### src/design/tlviu_pkg.sv
// constants, register map and state types of the two-level vectored interrupt unit
package tlviu_pkg;

    localparam int NUM_SOURCES = 23;
    localparam int IDX_W = 5;
    localparam int VEC_W = 16;
    localparam int NUM_BASIC = 7;
    localparam int SPI_ORDER = 6;
    localparam int SPI_FLAGS = 4;

    // wishbone byte offsets
    localparam logic [7:0] OFS_BASIC_ENABLE = 8'h00;
    localparam logic [7:0] OFS_EXT_ENABLE_A = 8'h04;
    localparam logic [7:0] OFS_EXT_ENABLE_B = 8'h08;
    localparam logic [7:0] OFS_BASIC_PRIO = 8'h0C;
    localparam logic [7:0] OFS_EXT_PRIO_A = 8'h10;
    localparam logic [7:0] OFS_EXT_PRIO_B = 8'h14;
    localparam logic [7:0] OFS_PENDING = 8'h18;
    localparam logic [7:0] OFS_SPI_FLAGS = 8'h1C;
    localparam logic [7:0] OFS_STATUS = 8'h20;

    // field positions
    localparam int GLOBAL_EN_BIT = 7;
    localparam int PRIO_UNUSED_BIT = 7;
    localparam int ST_REQ_BIT = 0;
    localparam int ST_INSVC_LO_BIT = 1;
    localparam int ST_INSVC_HI_BIT = 2;
    localparam int ST_CALL_BIT = 3;
    localparam int ST_GRACE_BIT = 4;
    localparam int ST_IDX_LSB = 8;
    localparam int ST_LVL_BIT = 13;

    // reset values
    localparam logic [7:0] ENABLE_RESET = 8'h00;
    localparam logic [7:0] PRIO_RESET = 8'h00;
    localparam logic [22:0] PENDING_RESET = 23'h00_0000;

    // sources whose flag is cleared by hardware when vectoring:
    // external a (0), timer a (1), external b (2), timer b (3), can (16)
    localparam logic [22:0] HW_CLEAR_MASK = 23'h01_000F;

    // vectors
    localparam logic [15:0] RESET_VECTOR = 16'h0000;
    localparam logic [15:0] VECTOR_BASE = 16'h0003;
    localparam logic [15:0] VECTOR_STEP = 16'h0008;

    // timing in system clock cycles
    localparam int DETECT_CYCLES = 1;
    localparam int CALL_CYCLES = 4;
    localparam int RETURN_FROM_INTERRUPT_CYCLES = 5;
    localparam int DIV_CYCLES = 8;
    localparam int MIN_RESPONSE = DETECT_CYCLES + CALL_CYCLES;
    localparam int MAX_RESPONSE = DETECT_CYCLES + RETURN_FROM_INTERRUPT_CYCLES + DIV_CYCLES + CALL_CYCLES;

    typedef enum logic [1:0] {
        TLV_IDLE = 2'b00,
        TLV_CALL = 2'b01
    } tlv_state_type;

endpackage

### src/design/tlviu_top.sv
// two-level vectored interrupt unit with a classic wishbone register slave
// Summary of operation
// 23 sources, each low or high priority
// valid condition sets pending flag regardless enables
// disabled source flag makes no request
// finish instruction then long call to vector
// global enable bit seven gates all sources
// individual enables in three enable registers
// priority bit mirrors enable bit, 1 high
// clearing instruction then single-cycle may still vector
// software follows enable clear with two-byte opcode
// hardware clears externals, timers, can flag only
// flag still set after return re-requests immediately; the unit vectors only after one more instruction
// software-set flag behaves like hardware-set flag
// high preempts low, nothing preempts high
// higher level wins, then lowest order number
// equal or higher service holds off new request
// sampled every clock, five cycle minimum response
// eighteen cycle worst case after return and divide
// reset vector zero, order n at 3+8n
// four serial flags share order six request
// one in-service bit per priority level
//
// The address map and the Wishbone register port are this design's own decisions.
`timescale 1ns/1ps

module tlviu_top #(
    parameter int NSRC = tlviu_pkg::NUM_SOURCES
) (
    input wire logic clk_i,
    input wire logic rst_i,
    input wire logic wb_cyc_i,
    input wire logic wb_stb_i,
    input wire logic wb_we_i,
    input wire logic [7:0] wb_adr_i,
    input wire logic [3:0] wb_sel_i,
    input wire logic [31:0] wb_dat_i,
    output logic [31:0] wb_dat_o,
    output logic wb_ack_o,
    input wire logic [tlviu_pkg::NUM_SOURCES-1:0] src_set_i,
    input wire logic [tlviu_pkg::SPI_FLAGS-1:0] spi_set_i,
    input wire logic cpu_instr_done_i,
    input wire logic cpu_return_from_interrupt_i,
    input wire logic cpu_clears_enable_i,
    input wire logic cpu_next_multi_i,
    output logic irq_req_o,
    output logic call_active_o,
    output logic call_done_o,
    output logic [tlviu_pkg::VEC_W-1:0] vector_o,
    output logic call_level_o,
    output logic [1:0] in_service_o
);
    import tlviu_pkg::*;

    typedef struct packed {
        logic [7:0] basic_enable_reg;
        logic [7:0] extended_enable_reg_a;
        logic [7:0] extended_enable_reg_b;
        logic [6:0] basic_priority_reg;
        logic [7:0] extended_priority_reg_a;
        logic [7:0] extended_priority_reg_b;
        logic [22:0] pending;
        logic [3:0] spi_flags;
        logic [23:0] enable_snap;
        logic grace;
        logic [1:0] in_service;
        tlv_state_type state;
        logic [2:0] call_cnt;
        logic req;
        logic [4:0] req_idx;
        logic req_lvl;
        logic [15:0] vector;
        logic call_lvl;
        logic call_done;
        logic ack;
        logic [31:0] rdata;
    } tlviu_state_type;

    tlviu_state_type q_ff;
    tlviu_state_type nxt_q;

    // lowest set index wins inside one level
    function automatic logic [4:0] first_set(input logic [22:0] v);
        logic [4:0] idx;
        idx = 5'h00;
        for (int i = NUM_SOURCES - 1; i >= 0; i--) begin
            if (v[i]) begin
                idx = 5'(i);
            end
        end
        return idx;
    endfunction

    function automatic logic [15:0] vector_of(input logic [4:0] order);
        return 16'(VECTOR_BASE + VECTOR_STEP * {11'h000, order});
    endfunction

    function automatic logic [7:0] merge8(input logic [7:0] old, input logic [7:0] wd,
                                          input logic en);
        return en ? wd : old;
    endfunction

    logic [22:0] live_enable;
    logic [22:0] live_prio;
    logic [23:0] live_en_full;
    logic [23:0] eff_en_full;
    logic [22:0] pend_view;
    logic [22:0] active;
    logic [22:0] active_hi;
    logic [22:0] active_lo;
    logic can_hi;
    logic can_lo;
    logic bus_hit;
    logic [31:0] status_word;
    logic [22:0] pend_wr;
    logic [7:0] pend_top;
    logic take_call;

    always_comb begin
        live_enable = {q_ff.extended_enable_reg_b, q_ff.extended_enable_reg_a,
                       q_ff.basic_enable_reg[NUM_BASIC-1:0]};
        live_prio = {q_ff.extended_priority_reg_b, q_ff.extended_priority_reg_a,
                     q_ff.basic_priority_reg};
        live_en_full = {q_ff.basic_enable_reg[GLOBAL_EN_BIT], live_enable};
        // during the grace instruction the enables seen before the clear still count
        eff_en_full = q_ff.grace ? q_ff.enable_snap : live_en_full;
        pend_view = q_ff.pending;
        pend_view[SPI_ORDER] = |q_ff.spi_flags;
        // disabled sources and a cleared global bit yield nothing
        active = pend_view & eff_en_full[22:0] & {23{eff_en_full[23]}};
        active_hi = active & live_prio;
        active_lo = active & ~live_prio;
        can_hi = (|active_hi) && !q_ff.in_service[1];
        can_lo = (|active_lo) && (q_ff.in_service == 2'b00);
        bus_hit = wb_cyc_i && wb_stb_i && !q_ff.ack;
        take_call = (q_ff.state == TLV_IDLE) && q_ff.req && cpu_instr_done_i
                    && !cpu_return_from_interrupt_i;
        status_word = 32'h0000_0000;
        status_word[ST_REQ_BIT] = q_ff.req;
        status_word[ST_INSVC_LO_BIT] = q_ff.in_service[0];
        status_word[ST_INSVC_HI_BIT] = q_ff.in_service[1];
        status_word[ST_CALL_BIT] = (q_ff.state == TLV_CALL);
        status_word[ST_GRACE_BIT] = q_ff.grace;
        status_word[ST_IDX_LSB +: IDX_W] = q_ff.req_idx;
        status_word[ST_LVL_BIT] = q_ff.req_lvl;
        pend_top = merge8({1'b0, q_ff.pending[22:16]}, wb_dat_i[23:16], wb_sel_i[2]);
        pend_wr = {pend_top[6:0],
                   merge8(q_ff.pending[15:8], wb_dat_i[15:8], wb_sel_i[1]),
                   merge8(q_ff.pending[7:0], wb_dat_i[7:0], wb_sel_i[0])};
    end

    always_comb begin
        nxt_q = q_ff;
        nxt_q.call_done = 1'b0;
        nxt_q.ack = bus_hit;
        nxt_q.rdata = 32'h0000_0000;

        // register writes, one cycle answer, unmapped addresses read zero
        if (bus_hit && wb_we_i) begin
            if (wb_adr_i == OFS_BASIC_ENABLE) begin
                nxt_q.basic_enable_reg = merge8(q_ff.basic_enable_reg, wb_dat_i[7:0],
                                                wb_sel_i[0]);
            end else if (wb_adr_i == OFS_EXT_ENABLE_A) begin
                nxt_q.extended_enable_reg_a = merge8(q_ff.extended_enable_reg_a,
                                                     wb_dat_i[7:0], wb_sel_i[0]);
            end else if (wb_adr_i == OFS_EXT_ENABLE_B) begin
                nxt_q.extended_enable_reg_b = merge8(q_ff.extended_enable_reg_b,
                                                     wb_dat_i[7:0], wb_sel_i[0]);
            end else if (wb_adr_i == OFS_BASIC_PRIO) begin
                if (wb_sel_i[0]) begin
                    nxt_q.basic_priority_reg = wb_dat_i[6:0];
                end
            end else if (wb_adr_i == OFS_EXT_PRIO_A) begin
                nxt_q.extended_priority_reg_a = merge8(q_ff.extended_priority_reg_a,
                                                       wb_dat_i[7:0], wb_sel_i[0]);
            end else if (wb_adr_i == OFS_EXT_PRIO_B) begin
                nxt_q.extended_priority_reg_b = merge8(q_ff.extended_priority_reg_b,
                                                       wb_dat_i[7:0], wb_sel_i[0]);
            end else if (wb_adr_i == OFS_PENDING) begin
                // writing a one simulates the source firing
                nxt_q.pending = pend_wr;
                if (wb_sel_i[0]) begin
                    nxt_q.spi_flags[0] = wb_dat_i[SPI_ORDER];
                end
            end else if (wb_adr_i == OFS_SPI_FLAGS) begin
                if (wb_sel_i[0]) begin
                    nxt_q.spi_flags = wb_dat_i[SPI_FLAGS-1:0];
                end
            end
        end

        if (bus_hit && !wb_we_i) begin
            if (wb_adr_i == OFS_BASIC_ENABLE) begin
                nxt_q.rdata = {24'h00_0000, q_ff.basic_enable_reg};
            end else if (wb_adr_i == OFS_EXT_ENABLE_A) begin
                nxt_q.rdata = {24'h00_0000, q_ff.extended_enable_reg_a};
            end else if (wb_adr_i == OFS_EXT_ENABLE_B) begin
                nxt_q.rdata = {24'h00_0000, q_ff.extended_enable_reg_b};
            end else if (wb_adr_i == OFS_BASIC_PRIO) begin
                nxt_q.rdata = {24'h00_0000, 1'b1, q_ff.basic_priority_reg};
            end else if (wb_adr_i == OFS_EXT_PRIO_A) begin
                nxt_q.rdata = {24'h00_0000, q_ff.extended_priority_reg_a};
            end else if (wb_adr_i == OFS_EXT_PRIO_B) begin
                nxt_q.rdata = {24'h00_0000, q_ff.extended_priority_reg_b};
            end else if (wb_adr_i == OFS_PENDING) begin
                nxt_q.rdata = {9'h000, pend_view};
            end else if (wb_adr_i == OFS_SPI_FLAGS) begin
                nxt_q.rdata = {28'h000_0000, q_ff.spi_flags};
            end else if (wb_adr_i == OFS_STATUS) begin
                nxt_q.rdata = status_word;
            end
        end

        // sampled and priority decoded every clock: this is the detect cycle
        nxt_q.req = can_hi || can_lo;
        if (can_hi) begin
            nxt_q.req_idx = first_set(active_hi);
            nxt_q.req_lvl = 1'b1;
        end else begin
            nxt_q.req_idx = first_set(active_lo);
            nxt_q.req_lvl = 1'b0;
        end

        // instruction boundary bookkeeping for the enable-clear window
        if (cpu_instr_done_i) begin
            if (cpu_clears_enable_i && !cpu_next_multi_i) begin
                nxt_q.grace = 1'b1;
            end else begin
                nxt_q.grace = 1'b0;
                nxt_q.enable_snap = live_en_full;
            end
            if (cpu_clears_enable_i && cpu_next_multi_i) begin
                // a multi-cycle follower closes the window at once
                nxt_q.enable_snap = live_en_full;
            end
        end

        // return ends the innermost active level; the boundary it completes on
        // never vectors, so one more instruction runs first
        if (cpu_instr_done_i && cpu_return_from_interrupt_i) begin
            if (q_ff.in_service[1]) begin
                nxt_q.in_service[1] = 1'b0;
            end else begin
                nxt_q.in_service[0] = 1'b0;
            end
        end

        case (q_ff.state)
            TLV_IDLE: begin
                if (take_call) begin
                    nxt_q.state = TLV_CALL;
                    nxt_q.call_cnt = 3'(CALL_CYCLES - 1);
                    nxt_q.vector = vector_of(q_ff.req_idx);
                    nxt_q.call_lvl = q_ff.req_lvl;
                    nxt_q.in_service[q_ff.req_lvl] = 1'b1;
                    nxt_q.grace = 1'b0;
                    nxt_q.enable_snap = live_en_full;
                    if (HW_CLEAR_MASK[q_ff.req_idx]) begin
                        nxt_q.pending[q_ff.req_idx] = 1'b0;
                    end
                end
            end
            TLV_CALL: begin
                if (q_ff.call_cnt == 3'h0) begin
                    nxt_q.state = TLV_IDLE;
                    nxt_q.call_done = 1'b1;
                end else begin
                    nxt_q.call_cnt = q_ff.call_cnt - 3'h1;
                end
            end
            default: begin
                nxt_q.state = TLV_IDLE;
            end
        endcase

        // a source event in the same cycle as any clear still lands
        nxt_q.pending = nxt_q.pending | src_set_i;
        nxt_q.pending[SPI_ORDER] = 1'b0;
        nxt_q.spi_flags = nxt_q.spi_flags | spi_set_i | {3'b000, src_set_i[SPI_ORDER]};
    end

    always_ff @(posedge clk_i) begin
        if (rst_i) begin
            q_ff.basic_enable_reg <= ENABLE_RESET;
            q_ff.extended_enable_reg_a <= ENABLE_RESET;
            q_ff.extended_enable_reg_b <= ENABLE_RESET;
            q_ff.basic_priority_reg <= PRIO_RESET[6:0];
            q_ff.extended_priority_reg_a <= PRIO_RESET;
            q_ff.extended_priority_reg_b <= PRIO_RESET;
            q_ff.pending <= PENDING_RESET;
            q_ff.spi_flags <= 4'h0;
            q_ff.enable_snap <= 24'h00_0000;
            q_ff.grace <= 1'b0;
            q_ff.in_service <= 2'b00;
            q_ff.state <= TLV_IDLE;
            q_ff.call_cnt <= 3'h0;
            q_ff.req <= 1'b0;
            q_ff.req_idx <= 5'h00;
            q_ff.req_lvl <= 1'b0;
            q_ff.vector <= RESET_VECTOR;
            q_ff.call_lvl <= 1'b0;
            q_ff.call_done <= 1'b0;
            q_ff.ack <= 1'b0;
            q_ff.rdata <= 32'h0000_0000;
        end else begin
            q_ff <= nxt_q;
        end
    end

    assign wb_dat_o = q_ff.rdata;
    assign wb_ack_o = q_ff.ack;
    assign irq_req_o = q_ff.req;
    // the call state is the only code with bit 0 set, so the flop drives the pin
    assign call_active_o = q_ff.state[0];
    assign call_done_o = q_ff.call_done;
    assign vector_o = q_ff.vector;
    assign call_level_o = q_ff.call_lvl;
    assign in_service_o = q_ff.in_service;

endmodule

### config.mk
export PLATFORM = sky130hd
export DESIGN_NAME = tlviu_top
export DESIGN_NICKNAME = d
export VERILOG_FILES = /design/src/design/tlviu_pkg.sv /design/src/design/tlviu_top.sv
export SDC_FILE = /design/constraint.sdc
export NUM_CORES = 1
export LEC_CHECK = 0
export ABC_AREA = 0
export BUFFER_PORTS_ARGS = -buffer_cell sky130_fd_sc_hd__buf_2
export CAP_MARGIN = 20
export CORE_MARGIN = 2
export CORE_UTILIZATION = 35
export DETAILED_ROUTE_END_ITERATION = 10
export MAX_ROUTING_LAYER = met4
export SLEW_MARGIN = 15
export SYNTH_ARGS = -nofsm -noshare
export SYNTH_HDL_FRONTEND = slang
export SYNTH_SLANG_ARGS = --single-unit
### constraint.sdc
create_clock -name clk_i -period 3.11 [get_ports clk_i]
set_input_delay 0.311 -clock clk_i [delete_from_list [all_inputs] [get_ports clk_i]]
set_output_delay 0.311 -clock clk_i [all_outputs]
set_load 0.005 [all_outputs]
### Word-level counts from Yosys, hierarchy flattened

Memory sizes are Yosys's and may differ from the RTL's. A register that Yosys moved wholly into a read port is not among the register bits.
Cells that the tools add are included.

* register bits after elaboration: 164
* input port bits: 80
* memory bits (read-only): 32
* memories: 1
* bits in writable memories: 0
* output and inout bits: 55
* latch bits: 0
* logic and storage cells: 209

* mux-type cells: 107
* add/sub/neg operators: 2
* multipliers: 0
* shift operators: 0
* $lt $le $gt $ge: 4
* bitwise operators: 18
* div/mod/pow operators: 0
* reductions and logical operators: 41
* equal/unequal tests: 12

Memory list
* (no name shown): words 32, width 1, read ports 1, clocked after Yosys merged registers in 1, wr ports 0, line tlviu_top.sv:258 `if (HW_CLEAR_MASK[q_ff.req_idx]) begin`

Operators by type and width (number)
* 23-bit 2-to-1 mux: 11
* 5-bit 2-to-1 mux: 47
* 23-bit AND: 5
* 8-bit 2-to-1 mux: 12
* 74-bit 2-to-1 mux: 1
* 24-bit 2-to-1 mux: 3
* 66-bit 2-to-1 mux: 1
* 58-bit 2-to-1 mux: 1
* 27-bit 2-to-1 mux: 2
* 50-bit 2-to-1 mux: 1
* 23-bit inverter: 2
* 23-bit OR reduction: 2
* 43-bit 2-to-1 mux: 1
* 35-bit 2-to-1 mux: 1
* 8-bit by 5-bit equality test with 1-bit output, second input constant: 4
* 32-bit 2-to-1 mux: 1
* 14-bit 2-to-1 mux: 2
* 25-bit 2-to-1 mux: 1
* 23-bit OR: 1
* 7-bit 2-to-1 mux: 3
* 8-bit by 4-bit equality test with 1-bit output, second input constant: 2
* 1-bit logical AND: 14
* 10-bit OR reduction: 1
* 2-bit by 8-bit adder with 9-bit output, first input constant: 1
* 39 further kinds: 64

### Depth between registers and ports, before layout

* word-level depth: 29
* gate-level depth with buffers: 11

### Worst setup path after synthesis

OpenSTA, ideal clock, no wires.

* path kind: reg2reg
* start point: reg q_ff, in the netlist live_en_full[23]
* end point: reg (tool-made name)
* arrival: 2341 ps
* slack: 638 ps
* path buffers: 2
* cell stages (with the launch flop): 11
* data required time: 2979 ps
* cells stage by stage: dfxtp_1 -> buf_4 -> buf_6 -> nand4b_1 -> nand2_1 -> a2111o_1 -> nor4_4 -> a21oi_2 -> or4_4 -> o311ai_2 -> o311ai_1

RTL lines
* start, declared: line tlviu_top.sv:79 `tlviu_state_type q_ff;`
* start signal, assigned: line tlviu_top.sv:306 `q_ff <= nxt_q;`

==> metrics.txt <==
# TYPE chip_impl_metric gauge
chip_impl_info{name="outcome",value="completed"} 1
chip_impl_metric{name="drt_pre_antenna_iters",unit=""} 6
chip_impl_metric{name="maximum_achievable_frequency",unit="MHz"} 355.9
chip_impl_metric{name="place.gp.congestion",unit=""} 0.9260
chip_impl_metric{name="initial_utilization",unit="%"} 35.56
chip_impl_metric{name="worst-r2r-cell-count",unit=""} 9
chip_impl_metric{name="grt_max_degree",unit=""} 52
chip_impl_metric{name="synth.area.mux_share",unit="%"} 9.642
chip_impl_metric{name="synthesis.area",unit="sq um"} 7475
chip_impl_metric{name="worstMarginPinSlew",unit="ns"} 1.102
chip_impl_metric{name="path_max_fanout",unit=""} 14
chip_impl_metric{name="synth_simple_gate_area_share",unit="%"} 22.53
chip_impl_metric{name="post-route-period-util",unit="%"} 90.36
chip_impl_metric{name="final-setup-viol-count",unit=""} 0
chip_impl_metric{name="post_cts_resize_count",unit=""} 0
chip_impl_metric{name="power.density",unit="nW/um^2"} 487.9
chip_impl_metric{name="setup_ws",unit="ns"} 0.2998
chip_impl_metric{name="synthesis.area_per_instance",unit="sq um"} 8.523
chip_impl_metric{name="final.fill_count",unit=""} 2123
chip_impl_metric{name="drt_first_iter_violations",unit=""} 785
chip_impl_metric{name="floorplan.die.width",unit="microns"} 150.1
chip_impl_info{name="hp-start",value="src_set_i[0]"} 1
chip_impl_metric{name="fin_cells",unit=""} 1263
chip_impl_metric{name="synth_edf_count",unit=""} 0
chip_impl_info{name="hold_path_class",value="input pin to flop"} 1
chip_impl_metric{name="final.setup_skew",unit="ns"} 0.008327
chip_impl_metric{name="synth.ff_latch_count",unit=""} 144
chip_impl_metric{name="numPortBuffers",unit=""} 106
chip_impl_info{name="ys.flop_type",value="dfxtp_1"} 1
chip_impl_metric{name="drtAntennaViolNets",unit=""} 0
chip_impl_metric{name="post-cts-setup-buffer-count",unit=""} 0
chip_impl_metric{name="fin_tns_setup",unit="ns"} 0
chip_impl_metric{name="worstPathArrival",unit="ns"} 3.10
chip_impl_metric{name="row_cnt",unit=""} 53
chip_impl_metric{name="cts.reportedPaths.clkPinSlew",unit="ns"} 0.06
chip_impl_metric{name="cts_sinks",unit=""} 144
chip_impl_metric{name="antenna_found_initial",unit=""} 1
chip_impl_metric{name="synth-adder-area-share",unit="%"} 0.3348
chip_impl_metric{name="grt_util_met1",unit="%"} 32.93
chip_impl_info{name="worst-setup-path-type",value="flop to flop"} 1
chip_impl_metric{name="fp.dieH",unit="microns"} 150.1
chip_impl_metric{name="ports_placed_on_the_boundary",unit=""} 135
chip_impl_info{name="tritoncts_clock_tree",value="yes"} 1
chip_impl_metric{name="grt_first_pass_wirelength",unit="microns"} 38710
chip_impl_info{name="worst_r2r_startpoint",value="q_ff[89]"} 1
chip_impl_metric{name="power.ir.vdd_worst",unit="mV"} 0.3620
chip_impl_info{name="holdPathEnd",value="pend_view[0]"} 1
chip_impl_metric{name="dpl.hpwl",unit="microns"} 18900
chip_impl_metric{name="postCtsHoldBufs",unit=""} 0
chip_impl_info{name="clock-root-buffer",value="clkbuf_16"} 1
chip_impl_metric{name="global_route.usage.met2",unit="%"} 34.75
chip_impl_metric{name="avgRoutedWirePerCell",unit="microns"} 20.11
chip_impl_metric{name="cts.htree.levels",unit=""} 4
chip_impl_metric{name="placedCellCount",unit=""} 1231
chip_impl_metric{name="grt_remaining_overflow",unit=""} 0
chip_impl_metric{name="inserted_diodes",unit=""} 0
chip_impl_info{name="grt_busiest_layer",value="met2"} 1
chip_impl_info{name="setup_repair_after_global_routing_missed_its_margin",value="false"} 1
chip_impl_metric{name="synth_compound_area_share",unit="%"} 20.14
chip_impl_metric{name="synth_xor_xnor_area_share",unit="%"} 0.2343
chip_impl_metric{name="async_reset_ff_share",unit="%"} 0
chip_impl_metric{name="dp_worst_setup_slack",unit="ns"} 0.3112
chip_impl_metric{name="detail_route.drc_violations",unit=""} 0
chip_impl_metric{name="ys_seq_area_share",unit="%"} 38.57
chip_impl_metric{name="worstHoldPathCells",unit=""} 2
chip_impl_metric{name="core",unit="sq um"} 21020
chip_impl_metric{name="drive_above_1_share",unit="%"} 21.05
chip_impl_metric{name="gr-usage-met3",unit="%"} 4.303
chip_impl_metric{name="rrSetupSlack",unit="ns"} 0.30
chip_impl_metric{name="areaGrowthSynthToFinish",unit="%"} 18.73
chip_impl_metric{name="power.total",unit="uW"} 4330
chip_impl_metric{name="drt-vias-per-instance",unit=""} 5.506
chip_impl_metric{name="final_nets",unit=""} 1057
chip_impl_metric{name="clk_latency",unit="ns"} 0.43
chip_impl_metric{name="critical_path_required",unit="ns"} 3.40
chip_impl_metric{name="detail_route.wirelength",unit="microns"} 25400
chip_impl_metric{name="clk_path_buf_depth",unit=""} 2
chip_impl_metric{name="gr_usage_total",unit="%"} 23.56
chip_impl_metric{name="die_area",unit="sq um"} 22540
chip_impl_metric{name="number_of_global_route_vias_before_repair",unit=""} 6469
chip_impl_metric{name="cts_made_buffers",unit=""} 17
chip_impl_metric{name="layout_min_cycle_time",unit="ns"} 2.810
chip_impl_metric{name="synth-warning-count",unit=""} 0
chip_impl_metric{name="whs",unit="ns"} 0.08985
chip_impl_info{name="combinational_family_with_the_most_area_after_synthesis",value="simple AND/OR/NAND/NOR gates"} 1
chip_impl_metric{name="vias",unit=""} 6954
chip_impl_info{name="crit_path_start_kind",value="flop"} 1
chip_impl_metric{name="distinct_cell_type_count_after_synthesis",unit=""} 76
chip_impl_metric{name="slew_headroom",unit="%"} 25.99
chip_impl_info{name="crit_path_end_kind",value="flop"} 1
chip_impl_metric{name="p_leak",unit="uW"} 0.003602
chip_impl_metric{name="hold_viol_final",unit=""} 0
chip_impl_metric{name="maxCapViolCount",unit=""} 0
chip_impl_metric{name="syn-instance-count",unit=""} 877
chip_impl_metric{name="drv_slew",unit=""} 0
==> flip-flops by register name, indices dropped and copies added, names as in the netlist, named ones only <==
register and flops:
call_active_o 1, call_done_o 1, in_service_o 2, irq_req_o 1, wb_ack_o 1, wb_dat_o 23, call_level_o 1, q_ff 38
live_prio 23, pend_view 22, live_en_full 24, vector_o 6
==> final cells by class <==
type	instances	area [sq um]	area share [%]
clock inverter	15	207.7	2.340
inverter	17	63.81	0.7190
clock buffer	17	425.4	4.793
tap	275	344.1	3.877
multi-input combinational	642	4030	45.41
timing repair buffer	153	920.9	10.38
sequential	144	2883	32.48
==> power breakdown <==
group	switching, uW	total (uW)	internal [uW]
Combinational	135	217	82.6
Clock	856	2210	1350
Sequential	32.7	1900	1870
Total	1020	4330	3310
==> kinds of logic after synthesis <==
logic type | after synthesis
AND/OR/NAND/NOR | 318
AO/OA/AOI/OAI | 230
adder cells (fa/ha/maj) | 2
XOR/XNOR | 2
multiplexers | 72
buffers and inverters | 108
flip-flops | 144
other | 1
==> synth_stat cells (7+ instances only) <==
master / count / area, sq um
nor4_1: 7 / 43.79
nand2_1: 93 / 349.1
inv_1: 16 / 60.06
a31oi_1: 9 / 56.30
o21ai_0: 17 / 85.08
a222oi_1: 7 / 70.07
buf_4: 51 / 382.9
clkbuf_1: 31 / 116.4
mux2i_1: 72 / 720.7
a211oi_1: 7 / 52.55
nor2_1: 82 / 307.8
a221oi_1: 7 / 61.31
nor3_1: 17 / 85.08
o21a_1: 24 / 180.2
nor3b_1: 7 / 52.55
and3_1: 12 / 75.07
nand3_1: 13 / 65.06
a21boi_1: 7 / 52.55
nand4b_1: 16 / 140.1
dfxtp_1: 144 / 2883
nand4_1: 18 / 112.6
a22oi_1: 10 / 75.07
a21oi_1: 97 / 485.5
==> placed cells by master, fill, tap and decap left out, drive strengths merged, types with 20 or more instances in the layout <==
| cell type | instances |
|---|---|
| buf | 153 |
| nand2 | 93 |
| nor2 | 86 |
| a21oi | 98 |
| dfxtp | 144 |
| inv | 20 |
| o21a | 24 |
| o21ai | 20 |
| mux2i | 72 |
==> stage by stage <==
step                cell area (sq um)  utilization [%]
CTS                              8875            42.22
global placement                 8242            39.21
detailed placement               8242            39.21
floorplan                        7538                -
global route                     8875            42.22
finish                           8875            42.22
==> how the worst max path moves through the flow <==
stage | start | endpoint | slack, ns
2_1_floorplan | live_en_full[23] | flop | 0.64
3_3_place_gp | q_ff[89] | flop | 0.34
3_5_place_dp | wb_adr_i[5] | pend_view[9] | 0.31
4_1_cts | q_ff[89] | flop | 0.32
5_1_grt | q_ff[89] | flop | 0.12
6_report | q_ff[89] | flop | 0.30
==> critical path: stages (launching register included) <==
cell and delay (ns):
dfxtp_1 0.47, buf_12 0.23, nand4_1 0.13, a21boi_0 0.15, or4_4 0.56, nor4_4 0.22
a21oi_2 0.14, or4_4 0.57, o311ai_2 0.09, o311ai_1 0.10
==> routing by layer <==
layer | share of wire (%) | vias up
met4 | 2.2 | 0
met2 | 43 | 293
met1 | 47 | 3295
met5 | 0 | -
met3 | 7.7 | 37
li1 | - | 3329
Power figures use the tool's default switching activity.
